### src/dual_timer_consts.vh
// dual_timer_consts.vh
// constants for the dual timer/counter block: register offsets, fields, timing
// assumes inclusion by bare name from files under src/
`ifndef DUAL_TIMER_CONSTS_VH
`define DUAL_TIMER_CONSTS_VH

// register offsets on the 8-bit special register bus
`define ADDR_CTRL          8'h88
`define ADDR_MODE          8'h89
`define ADDR_T0_LOW        8'h8a
`define ADDR_T1_LOW        8'h8b
`define ADDR_T0_HIGH       8'h8c
`define ADDR_T1_HIGH       8'h8d

// reset values
`define MODE_RESET         8'h00
`define CTRL_RESET         8'h00
`define COUNT_RESET        8'h00

// mode register fields (timer 1 in upper nibble, timer 0 lower)
`define MODE_T1_GATE       7
`define MODE_T1_CNT_SEL    6
`define MODE_T1_MODE_HI    5
`define MODE_T1_MODE_LO    4
`define MODE_T0_GATE       3
`define MODE_T0_CNT_SEL    2
`define MODE_T0_MODE_HI    1
`define MODE_T0_MODE_LO    0

// control register fields
`define CTRL_T1_OVF        7
`define CTRL_T1_RUN        6
`define CTRL_T0_OVF        5
`define CTRL_T0_RUN        4
`define CTRL_IRQ1_FLAG     3
`define CTRL_IRQ1_TRIG     2
`define CTRL_IRQ0_FLAG     1
`define CTRL_IRQ0_TRIG     0

// mode encodings
`define MODE_13BIT         2'h0
`define MODE_16BIT         2'h1
`define MODE_RELOAD        2'h2
`define MODE_SPLIT         2'h3

// prescaler width in mode 0
`define PRESCALE_BITS      5
`define PRESCALE_MAX       5'h1f

// tick divider: oscillator cycles per timer tick
`define TICK_DIV           12
`define TICK_CNT_W         4
`define TICK_LAST          4'hb

`endif

### src/pin_sampler.v
// pin_sampler.v
// double-flop synchroniser plus tick-rate falling transition detector
// assumes tick_i is a one-cycle pulse from the same clock
`timescale 1ns/1ps

module pin_sampler
(
    input  wire sys_clk_i,
    input  wire rst_n_i,
    input  wire pin_i,
    input  wire tick_i,
    output wire level_o,
    output reg  fall_o
);

    reg meta;
    reg sync;
    reg sample;

    // ----------------------------------------------------------------
    // synchroniser and tick sampler
    // ----------------------------------------------------------------
    // first flop feeds only the second; sample taken once per tick
    always @(posedge sys_clk_i or negedge rst_n_i)
    begin
        if (!rst_n_i)
        begin
            meta   <= 1'b1;
            sync   <= 1'b1;
            sample <= 1'b1;
            fall_o <= 1'b0;
        end
        else
        begin
            meta <= pin_i;
            sync <= meta;
            if (tick_i)
            begin
                sample <= sync;
                fall_o <= sample & ~sync; // one then zero seen
            end
        end
    end

    assign level_o = sync;

endmodule

### src/timer_tick_gen.v
// timer_tick_gen.v
// divides the oscillator clock down to the timer tick rate
// assumes sys_clk_i is the oscillator clock
`timescale 1ns/1ps
`include "dual_timer_consts.vh"

module timer_tick_gen
(
    input  wire sys_clk_i,
    input  wire rst_n_i,
    output reg  tick_o
);

    reg [`TICK_CNT_W-1:0] div_cnt;

    // ----------------------------------------------------------------
    // free running divider
    // ----------------------------------------------------------------
    // one pulse every twelve clocks, independent of any bus activity
    always @(posedge sys_clk_i or negedge rst_n_i)
    begin
        if (!rst_n_i)
        begin
            div_cnt <= {`TICK_CNT_W{1'b0}};
            tick_o  <= 1'b0;
        end
        else
        begin
            tick_o <= (div_cnt == `TICK_LAST);
            if (div_cnt == `TICK_LAST)
                div_cnt <= {`TICK_CNT_W{1'b0}};
            else
                div_cnt <= div_cnt + 1'b1;
        end
    end

endmodule

### src/dual_timer_counter.v
// dual_timer_counter.v
// two timer/counters with shared mode and control registers
// assumes a synchronous 8-bit register port and an interrupt
// controller that pulses the service acknowledge inputs
//
// Overview of operation
// - each timer has four modes from its two-bit mode field
// - mode 0: 13-bit count, low five bits prescale by 32
// - mode 0: upper three low-byte bits undefined for software
// - wrap from all ones to zero sets overflow flag
// - count only when run set and gate clear or irq pin high
// - setting run leaves count registers untouched
// - mode 1: full 16-bit cascade, no prescaler
// - mode 2: low byte counts, reloads from high byte on overflow
// - timer 1 mode 3 holds count as if run cleared
// - timer 0 mode 3: low byte uses timer 0 controls
// - timer 0 mode 3: high byte ticks, uses timer 1 run/flag
// - timer 1 keeps counting while timer 0 in mode 3
// - mode register layout gate/select/mode, reset zero
// - select 0 internal tick, select 1 count pin
// - irq pin activity sets its flag independently
// - trigger type bit picks edge or level per pin
// - timer ticks every twelve oscillator cycles
// - count pin sampled per tick; one-then-zero increments next
// - overflow flag cleared by hardware on service
// - trigger 1 falling edge, 0 low level
`timescale 1ns/1ps
`include "dual_timer_consts.vh"

module dual_timer_counter
(
    input  wire       sys_clk_i,
    input  wire       rst_n_i,
    input  wire [7:0] reg_addr_i,
    input  wire [7:0] reg_wdata_i,
    input  wire       reg_wr_i,
    output reg  [7:0] reg_rdata_o,
    input  wire       t0_count_pin_i,
    input  wire       t1_count_pin_i,
    input  wire       ext_irq0_pin_i,
    input  wire       ext_irq1_pin_i,
    input  wire       t0_ack_i,
    input  wire       t1_ack_i,
    input  wire       irq0_ack_i,
    input  wire       irq1_ack_i,
    output wire       t0_overflow_flag_o,
    output wire       t1_overflow_flag_o,
    output wire       ext_irq0_flag_o,
    output wire       ext_irq1_flag_o,
    output reg        t1_overflow_pulse_o
);

    reg  [7:0] timer_mode_register;
    reg  [7:0] t0_count_low;
    reg  [7:0] t0_count_high;
    reg  [7:0] t1_count_low;
    reg  [7:0] t1_count_high;
    reg        t0_run;
    reg        t1_run;
    reg        t0_overflow_flag;
    reg        t1_overflow_flag;
    reg        ext_irq0_flag;
    reg        ext_irq1_flag;
    reg        ext_irq0_trigger_type;
    reg        ext_irq1_trigger_type;
    reg        irq0_last;
    reg        irq1_last;

    wire       tick;
    wire       c0_fall;
    wire       c1_fall;
    wire       irq0_lvl;
    wire       irq1_lvl;
    wire       c0_lvl_unused;
    wire       c1_lvl_unused;
    wire       irq0_fall_unused;
    wire       irq1_fall_unused;

    // ----------------------------------------------------------------
    // tick and pin sampling
    // ----------------------------------------------------------------
    timer_tick_gen u_tick
    (
        .sys_clk_i (sys_clk_i),
        .rst_n_i   (rst_n_i),
        .tick_o    (tick)
    );

    pin_sampler u_c0
    (
        .sys_clk_i (sys_clk_i),
        .rst_n_i   (rst_n_i),
        .pin_i     (t0_count_pin_i),
        .tick_i    (tick),
        .level_o   (c0_lvl_unused),
        .fall_o    (c0_fall)
    );

    pin_sampler u_c1
    (
        .sys_clk_i (sys_clk_i),
        .rst_n_i   (rst_n_i),
        .pin_i     (t1_count_pin_i),
        .tick_i    (tick),
        .level_o   (c1_lvl_unused),
        .fall_o    (c1_fall)
    );

    pin_sampler u_i0
    (
        .sys_clk_i (sys_clk_i),
        .rst_n_i   (rst_n_i),
        .pin_i     (ext_irq0_pin_i),
        .tick_i    (tick),
        .level_o   (irq0_lvl),
        .fall_o    (irq0_fall_unused)
    );

    pin_sampler u_i1
    (
        .sys_clk_i (sys_clk_i),
        .rst_n_i   (rst_n_i),
        .pin_i     (ext_irq1_pin_i),
        .tick_i    (tick),
        .level_o   (irq1_lvl),
        .fall_o    (irq1_fall_unused)
    );

    // ----------------------------------------------------------------
    // count enables
    // ----------------------------------------------------------------
    // two-bit mode field per timer
    wire [1:0] t0_mode = timer_mode_register[`MODE_T0_MODE_HI:`MODE_T0_MODE_LO];
    wire [1:0] t1_mode = timer_mode_register[`MODE_T1_MODE_HI:`MODE_T1_MODE_LO];

    // gated enable and clock source select, computed per timer
    function step;
        input run;
        input gate;
        input irq_lvl;
        input cnt_sel;
        input pin_fall;
        input tk;
        begin
            // fall flag stands a whole tick period, so count it once at the next tick
            step = run & (~gate | irq_lvl) & tk & (~cnt_sel | pin_fall);
        end
    endfunction

    // low byte keeps timer 0 controls
    wire t0_inc = step(t0_run, timer_mode_register[`MODE_T0_GATE], irq0_lvl,
                       timer_mode_register[`MODE_T0_CNT_SEL], c0_fall, tick);
    // mode 3 acts as run cleared
    // timer 1 runs on while timer 0 is split
    wire t1_inc = step(t1_run & (t1_mode != `MODE_SPLIT), timer_mode_register[`MODE_T1_GATE],
                       irq1_lvl, timer_mode_register[`MODE_T1_CNT_SEL], c1_fall, tick);
    // split high byte on tick, timer 1 run
    wire t0_split = (t0_mode == `MODE_SPLIT);
    wire th0_inc  = t0_split & t1_run & tick;

    // ----------------------------------------------------------------
    // counter advance function
    // ----------------------------------------------------------------
    // returns {overflow, next_high, next_low} for modes 0..2 and split low byte
    function [16:0] advance;
        input [1:0] mode;
        input [7:0] hi;
        input [7:0] lo;
        reg   [4:0] pre;
        begin
            pre = lo[`PRESCALE_BITS-1:0];
            case (mode)
                `MODE_13BIT:
                begin
                    // upper low bits left as they are
                    if (pre == `PRESCALE_MAX)
                        advance = {(hi == 8'hff), hi + 8'h01, lo[7:5], 5'h00};
                    else
                        advance = {1'b0, hi, lo[7:5], pre + 5'h01};
                end
                `MODE_16BIT:
                begin
                    advance = {({hi, lo} == 16'hffff), ({hi, lo} + 16'h0001)};
                end
                `MODE_RELOAD:
                begin
                    if (lo == 8'hff)
                        advance = {1'b1, hi, hi};
                    else
                        advance = {1'b0, hi, lo + 8'h01};
                end
                default:
                begin
                    // split: low byte alone, high byte handled apart
                    advance = {(lo == 8'hff), hi, lo + 8'h01};
                end
            endcase
        end
    endfunction

    wire [16:0] t0_next = advance(t0_mode, t0_count_high, t0_count_low);
    wire [16:0] t1_next = advance(t1_mode, t1_count_high, t1_count_low);

    wire t0_ovf  = t0_inc & t0_next[16];
    wire t1_ovf  = t1_inc & t1_next[16];
    wire th0_ovf = th0_inc & (t0_count_high == 8'hff);

    // ----------------------------------------------------------------
    // register writes and counting
    // ----------------------------------------------------------------
    wire wr_mode = reg_wr_i & (reg_addr_i == `ADDR_MODE);
    wire wr_ctrl = reg_wr_i & (reg_addr_i == `ADDR_CTRL);
    wire wr_t0l  = reg_wr_i & (reg_addr_i == `ADDR_T0_LOW);
    wire wr_t0h  = reg_wr_i & (reg_addr_i == `ADDR_T0_HIGH);
    wire wr_t1l  = reg_wr_i & (reg_addr_i == `ADDR_T1_LOW);
    wire wr_t1h  = reg_wr_i & (reg_addr_i == `ADDR_T1_HIGH);

    // count registers: software write wins over a count in the same cycle
    always @(posedge sys_clk_i or negedge rst_n_i)
    begin
        if (!rst_n_i)
        begin
            t0_count_low  <= `COUNT_RESET;
            t0_count_high <= `COUNT_RESET;
            t1_count_low  <= `COUNT_RESET;
            t1_count_high <= `COUNT_RESET;
        end
        else
        begin
            if (wr_t0l)
                t0_count_low <= reg_wdata_i;
            else if (t0_inc)
                t0_count_low <= t0_next[7:0];
            if (wr_t0h)
                t0_count_high <= reg_wdata_i;
            else if (th0_inc)
                t0_count_high <= t0_count_high + 8'h01;
            else if (t0_inc & ~t0_split)
                t0_count_high <= t0_next[15:8];
            if (wr_t1l)
                t1_count_low <= reg_wdata_i;
            else if (t1_inc)
                t1_count_low <= t1_next[7:0];
            if (wr_t1h)
                t1_count_high <= reg_wdata_i;
            else if (t1_inc)
                t1_count_high <= t1_next[15:8];
        end
    end

    always @(posedge sys_clk_i or negedge rst_n_i)
    begin
        if (!rst_n_i)
            timer_mode_register <= `MODE_RESET;
        else if (wr_mode)
            timer_mode_register <= reg_wdata_i;
    end

    // ----------------------------------------------------------------
    // control register and flags
    // ----------------------------------------------------------------
    // edge or level per pin
    // one is falling edge, zero low level
    wire irq0_hit = ext_irq0_trigger_type ? (irq0_last & ~irq0_lvl) : ~irq0_lvl;
    wire irq1_hit = ext_irq1_trigger_type ? (irq1_last & ~irq1_lvl) : ~irq1_lvl;

    // flags: hardware set beats a same-cycle clear by service; register writes never clear them
    always @(posedge sys_clk_i or negedge rst_n_i)
    begin
        if (!rst_n_i)
        begin
            t0_run                <= 1'b0;
            t1_run                <= 1'b0;
            t0_overflow_flag      <= 1'b0;
            t1_overflow_flag      <= 1'b0;
            ext_irq0_flag         <= 1'b0;
            ext_irq1_flag         <= 1'b0;
            ext_irq0_trigger_type <= 1'b0;
            ext_irq1_trigger_type <= 1'b0;
            irq0_last             <= 1'b1;
            irq1_last             <= 1'b1;
            t1_overflow_pulse_o   <= 1'b0;
        end
        else
        begin
            irq0_last <= irq0_lvl;
            irq1_last <= irq1_lvl;
            if (wr_ctrl)
            begin
                t0_run                <= reg_wdata_i[`CTRL_T0_RUN];
                t1_run                <= reg_wdata_i[`CTRL_T1_RUN];
                ext_irq0_trigger_type <= reg_wdata_i[`CTRL_IRQ0_TRIG];
                ext_irq1_trigger_type <= reg_wdata_i[`CTRL_IRQ1_TRIG];
            end
            if (t0_ovf)
                t0_overflow_flag <= 1'b1;
            else if (t0_ack_i)
                t0_overflow_flag <= 1'b0;
            // split high byte owns timer 1 flag
            if (t0_split ? th0_ovf : t1_ovf)
                t1_overflow_flag <= 1'b1;
            else if (t1_ack_i)
                t1_overflow_flag <= 1'b0;
            // baud-rate style pulse from timer 1 even when split
            t1_overflow_pulse_o <= t1_ovf;
            if (irq0_hit)
                ext_irq0_flag <= 1'b1;
            else if (irq0_ack_i)
                ext_irq0_flag <= 1'b0;
            if (irq1_hit)
                ext_irq1_flag <= 1'b1;
            else if (irq1_ack_i)
                ext_irq1_flag <= 1'b0;
        end
    end

    // ----------------------------------------------------------------
    // read back
    // ----------------------------------------------------------------
    // registered read data, zero for unmapped offsets
    always @(posedge sys_clk_i or negedge rst_n_i)
    begin
        if (!rst_n_i)
            reg_rdata_o <= 8'h00;
        else
        begin
            case (reg_addr_i)
                `ADDR_CTRL:    reg_rdata_o <= {t1_overflow_flag, t1_run, t0_overflow_flag, t0_run,
                                               ext_irq1_flag, ext_irq1_trigger_type,
                                               ext_irq0_flag, ext_irq0_trigger_type};
                `ADDR_MODE:    reg_rdata_o <= timer_mode_register;
                `ADDR_T0_LOW:  reg_rdata_o <= t0_count_low;
                `ADDR_T0_HIGH: reg_rdata_o <= t0_count_high;
                `ADDR_T1_LOW:  reg_rdata_o <= t1_count_low;
                `ADDR_T1_HIGH: reg_rdata_o <= t1_count_high;
                default:       reg_rdata_o <= 8'h00;
            endcase
        end
    end

    assign t0_overflow_flag_o = t0_overflow_flag;
    assign t1_overflow_flag_o = t1_overflow_flag;
    assign ext_irq0_flag_o    = ext_irq0_flag;
    assign ext_irq1_flag_o    = ext_irq1_flag;

endmodule

### config.mk
export PLATFORM = sky130hd
export DESIGN_NAME = dual_timer_counter
export DESIGN_NICKNAME = d
export VERILOG_FILES = /design/src/pin_sampler.v /design/src/timer_tick_gen.v /design/src/dual_timer_counter.v
export VERILOG_INCLUDE_DIRS = /design/src /design/src/src
export SDC_FILE = /design/constraint.sdc
export NUM_CORES = 1
export LEC_CHECK = 0
export ABC_AREA = 1
export BUFFER_PORTS_ARGS = -buffer_cell sky130_fd_sc_hd__clkbuf_2
export CAP_MARGIN = 20
export CORE_ASPECT_RATIO = 1.25
export CORE_UTILIZATION = 61
export CTS_CLUSTER_SIZE = 24
export DETAILED_ROUTE_END_ITERATION = 10
export HOLD_SLACK_MARGIN = 0.03
export PLACE_DENSITY_LB_ADDON = 0.08
export RECOVER_POWER = 100
export SYNTH_ARGS = -nofsm -noshare
export SYNTH_HDL_FRONTEND = slang
export SYNTH_SLANG_ARGS = --single-unit
### constraint.sdc
create_clock -name sys_clk_i -period 2.15 [get_ports sys_clk_i]
set_input_delay 0.5375 -clock sys_clk_i [delete_from_list [all_inputs] [get_ports sys_clk_i]]
set_output_delay 0.5375 -clock sys_clk_i [all_outputs]
set_load 0.01 [all_outputs]
==> key figures <==
Worst hold path
  – Hold Path Class: in -> reg
  – Min-delay src: t1_count_pin_i

Setup path
  – Critical Path Most Common Cell: nand2_1
  – Cell breakdown of the critical path: ha_1 > inv_1 > nor2_4 > ha_1 > nand2_1 > o22ai_1 > inv_1 > nand2_1 > nand3_1 > nand2_1
  – CP Class: reg -> reg
  – Crit path launch type: register
  – Critical path peak fanout: 10
  – Startpoint of the worst register-to-register path: t1_count_low[1]$_DFFE_PN0P_
  – Top Family by Delay on Critical Path: simple AND/OR/NAND/NOR gates
  – Reg2reg setup slack: 150 ps
  – Worst setup EP type: register
  – Critical path origin: t1_count_low[1]$_DFFE_PN0P_
  – WP data arrival: 2260 ps
  – Worst Path Buf+Inv: 2
  – Crit-path max cell delay: 450 ps
  – Critical path required time: 2410 ps
  – Worst path slowest cell: dfrtp_1

Clock tree
  – Longest Clk Path Bufs: 2
  – CTS H-tree depth: 3
  – Post-CTS Resized: 0
  – CTS clk-pin slew, worst paths: 100 ps
  – TritonCTS Buffers: 9
  – Post-CTS Setup Inserts: 0
  – Clk Latency, worst-skew pair: 370 ps
  – Root Driver: clkbuf_8
  – Sinks on Clock Net: 76
  – CTS tree: yes
  – Hold bufs inserted after CTS: 0

Power
  – Comb pwr share: 14.3%
  – NetSw: 1012 uW
  – Switching Fraction: 31.20%
  – Power Internal: 2233 uW
  – Seq pwr share: 49.4%
  – Max VDD drop: 0.0005850 V
  – Static Leak: 0.003031 uW
  – Power per standard cell area: 580.4 nW/um^2
  – Clk network pwr share: 36.3%

Logic synthesis
  – Largest area contributor in the netlist: dfrtp_1
  – Top area cells in the synthesized netlist: dfrtp_1 32%, nand2_1 20%, inv_1 8.8%
  – YS warnings: 0
  – Synth Area in Simple Gates: 37.33%
  – Dominant synthesized flop cell: dfrtp_1
  – Synth cell types: 36
  – Post-Synth Adder-Cell Area: 1.734%
  – Seq/Total Area, Yosys: 37.95%
  – Synthesized area: 5051 sq um
  – Post-synthesis compound-gate area fraction: 11.52%
  – Mapped Nets: 804
  – Synth cell count leaders: 266 x nand2_1, 118 x inv_1, 77 x nor2_1
  – #FFs+latches synth: 76
  – Count leader, synth: nand2_1
  – Area share of the largest cell type after synthesis: 31.71%
  – Syn avg cell area: 6.560 sq um
  – EDFF count, synth: 0
  – Asr flop ratio synth: 100.0%
  – Xor/xnor share of the synthesized area: 0.8670%
  – Largest family of logic cells by synthesized area: simple AND/OR/NAND/NOR gates
  – Cells after synthesis: 770
  – Multiplexer area fraction after synthesis: 0.1982%

Layout
  – Final instance area: 5592 sq um
  – Area growth syn-to-layout: 10.70%
  – Nets: 858
  – Ant. Diodes: 0
  – Fin util: 70.53%
  – Share of cells above drive strength 1: 10.74%

Placed design
  – Placement-stage cell area: 5428 sq um
  – Post-DP HPWL: 11650 microns
  – GP Congestion: 0.9968
  – I/O Buffers: 39

Floorplanning
  – Row count: 36
  – Die X: 83.39 microns
  – Die Ht: 103.7 microns
  – CORE AREA: 7928 sq um
  – Starting Density: 63.72%
  – Ports: 40
  – Full die area: 8651 sq um

Timing
  – Worst rel slew slack: 2.406%
  – RSZ-0062 raised after global routing: no
  – Worst Tran Pin Value: 1464 ps
  – Fin Setup TNS: 0 ps
  – Fin. max-slew vios: 0
  – Max Clock Freq: 499.8 MHz
  – Crit path time final: 2001 ps
  – Final hold violation count: 0
  – Clock skew: 13.44 ps
  – Final Cycle Share: 93.06%
  – Final setup viols: 0

GRT
  – Vias in the first global route: 5022
  – First-pass GRT wire length: 24070 microns
  – Largest net degree at the start of global routing: 55
  – Global-route congestion overflow total: 0
  – Initial antenna violation count: 0
  – Total GRT Usage: 35.97%

Route
  – 1st-pass router iterations: 5
  – Initial DRC Count: 499
  – Drc violations: 0
  – Final wirelength: 15170 microns
  – Vias: 5371
  – DRT antenna net count: 0
  – Routed wire per std cell: 16.42 microns
  – Vias/cell: 5.813

Run status
  – Status: completed

Flow run
  – Max cap viols: 0
==> cell type report <==
| cell class | instances | area [sq um] |
|---|---|---|
| fillers | 714 | 2336 |
| clock buffers | 9 | 123.9 |
| repair buffers | 54 | 299.0 |
| multi-input cells | 561 | 2590 |
| flip-flops and latches | 76 | 1917 |
| clock inverters | 7 | 82.58 |
| inverters | 122 | 460.4 |
| well taps | 95 | 118.9 |
==> layer usage <==
layer  GRT usage [%]  up-vias  wire length, microns
met3           5.896       69                  1311
met2           60.83      312                  7402
met1           43.40     2452                  5649
met5               0        -                     0
met4           19.95        0                   809
li1                -     2538                     -
==> layout by cell type (no fill, tap or decap), types with 3 or more instances in the layout <==
cell / synthesis / final
ha_1: 7 / 6
o211ai_1: 4 / 4
nand2_2: 3 / 4
inv_1: 118 / 119
clkbuf_8: 0 / 9
nor3_1: 4 / 4
a22oi_1: 3 / 3
a21oi_1: 22 / 22
nand4_1: 7 / 7
o21ai_0: 62 / 62
nor2_1: 77 / 79
clkbuf_2: 0 / 25
xor2_1: 4 / 4
buf_4: 2 / 13
dfrtp_1: 64 / 64
nand2_1: 266 / 266
nor2_2: 4 / 4
clkbuf_1: 1 / 15
dfstp_2: 12 / 10
o22ai_1: 12 / 12
nand3_1: 63 / 64
==> per-stage QoR <==
step / cells / hold WS, ps / setup WS, ps / power [uW]
after floorplan: 770 / 241.9 / 476.4 / 1884
after global placement: 908 / 345.4 / 231.8 / 2075
after detailed placement: 908 / 346.8 / 157.7 / 2087
after CTS: 924 / 60.04 / 215.4 / 3262
after global routing: 924 / 223.2 / 24.32 / 3375
final: 924 / 244.5 / 149.3 / 3245
==> power groups by stage <==
| stage | clock, uW | sequential [uW] | combinational, uW |
|---|---|---|---|
| 6_report | 1180 | 1600 | 464 |
| 5_1_grt | 1240 | 1610 | 520 |
| 4_1_cts | 1200 | 1600 | 461 |
| 3_5_place_dp | 0 | 1630 | 459 |
| 3_3_place_gp | 0 | 1630 | 450 |
| 2_1_floorplan | 0 | 1600 | 288 |
==> state kept, by name, summed over array words and instances (netlist names), 4 cells and up <==
| name | flops |
|---|---|
| t1_count_low | 8 |
| reg_rdata_o | 8 |
| u_tick.div_cnt | 4 |
| timer_mode_register | 8 |
| t1_count_high | 8 |
| t0_count_low | 8 |
| t0_count_high | 8 |
==> worst reg2reg max path, stage by stage, from the launching register on <==
cell     delay (ps)
dfrtp_1         450
ha_1            230
inv_1            90
nor2_4           50
ha_1            210
nand2_1         340
o22ai_1         160
inv_1           100
nand2_1         100
nand3_1         110
nand2_1          50
==> cells by family (layout without fill, tap and decap cells) <==
group | Yosys count | count (layout)
simple gates | 440 | 440
buf+inv | 133 | 192
compound gates | 108 | 108
flops | 76 | 76
fa+ha+maj | 7 | 7
xor+xnor | 5 | 5
mux | 1 | 1
==> worst paths after layout <==
kind | end | cells past startpoint
worst min-delay path | u_c1.meta$_DFF_PN1_ | 1
worst min register to register | u_c0.level_o$_DFF_PN1_ | 0
worst max register to register | t1_overflow_flag_o$_DFFE_PN0P_ | 10
min in group asynchronous | t1_count_low[3]$_DFFE_PN0P_ | 1
max in group asynchronous | irq0_last$_DFF_PN1_ | 2
worst max-delay path | t1_overflow_flag_o$_DFFE_PN0P_ | 10
Note: power is estimated with default switching activity, not from simulation.
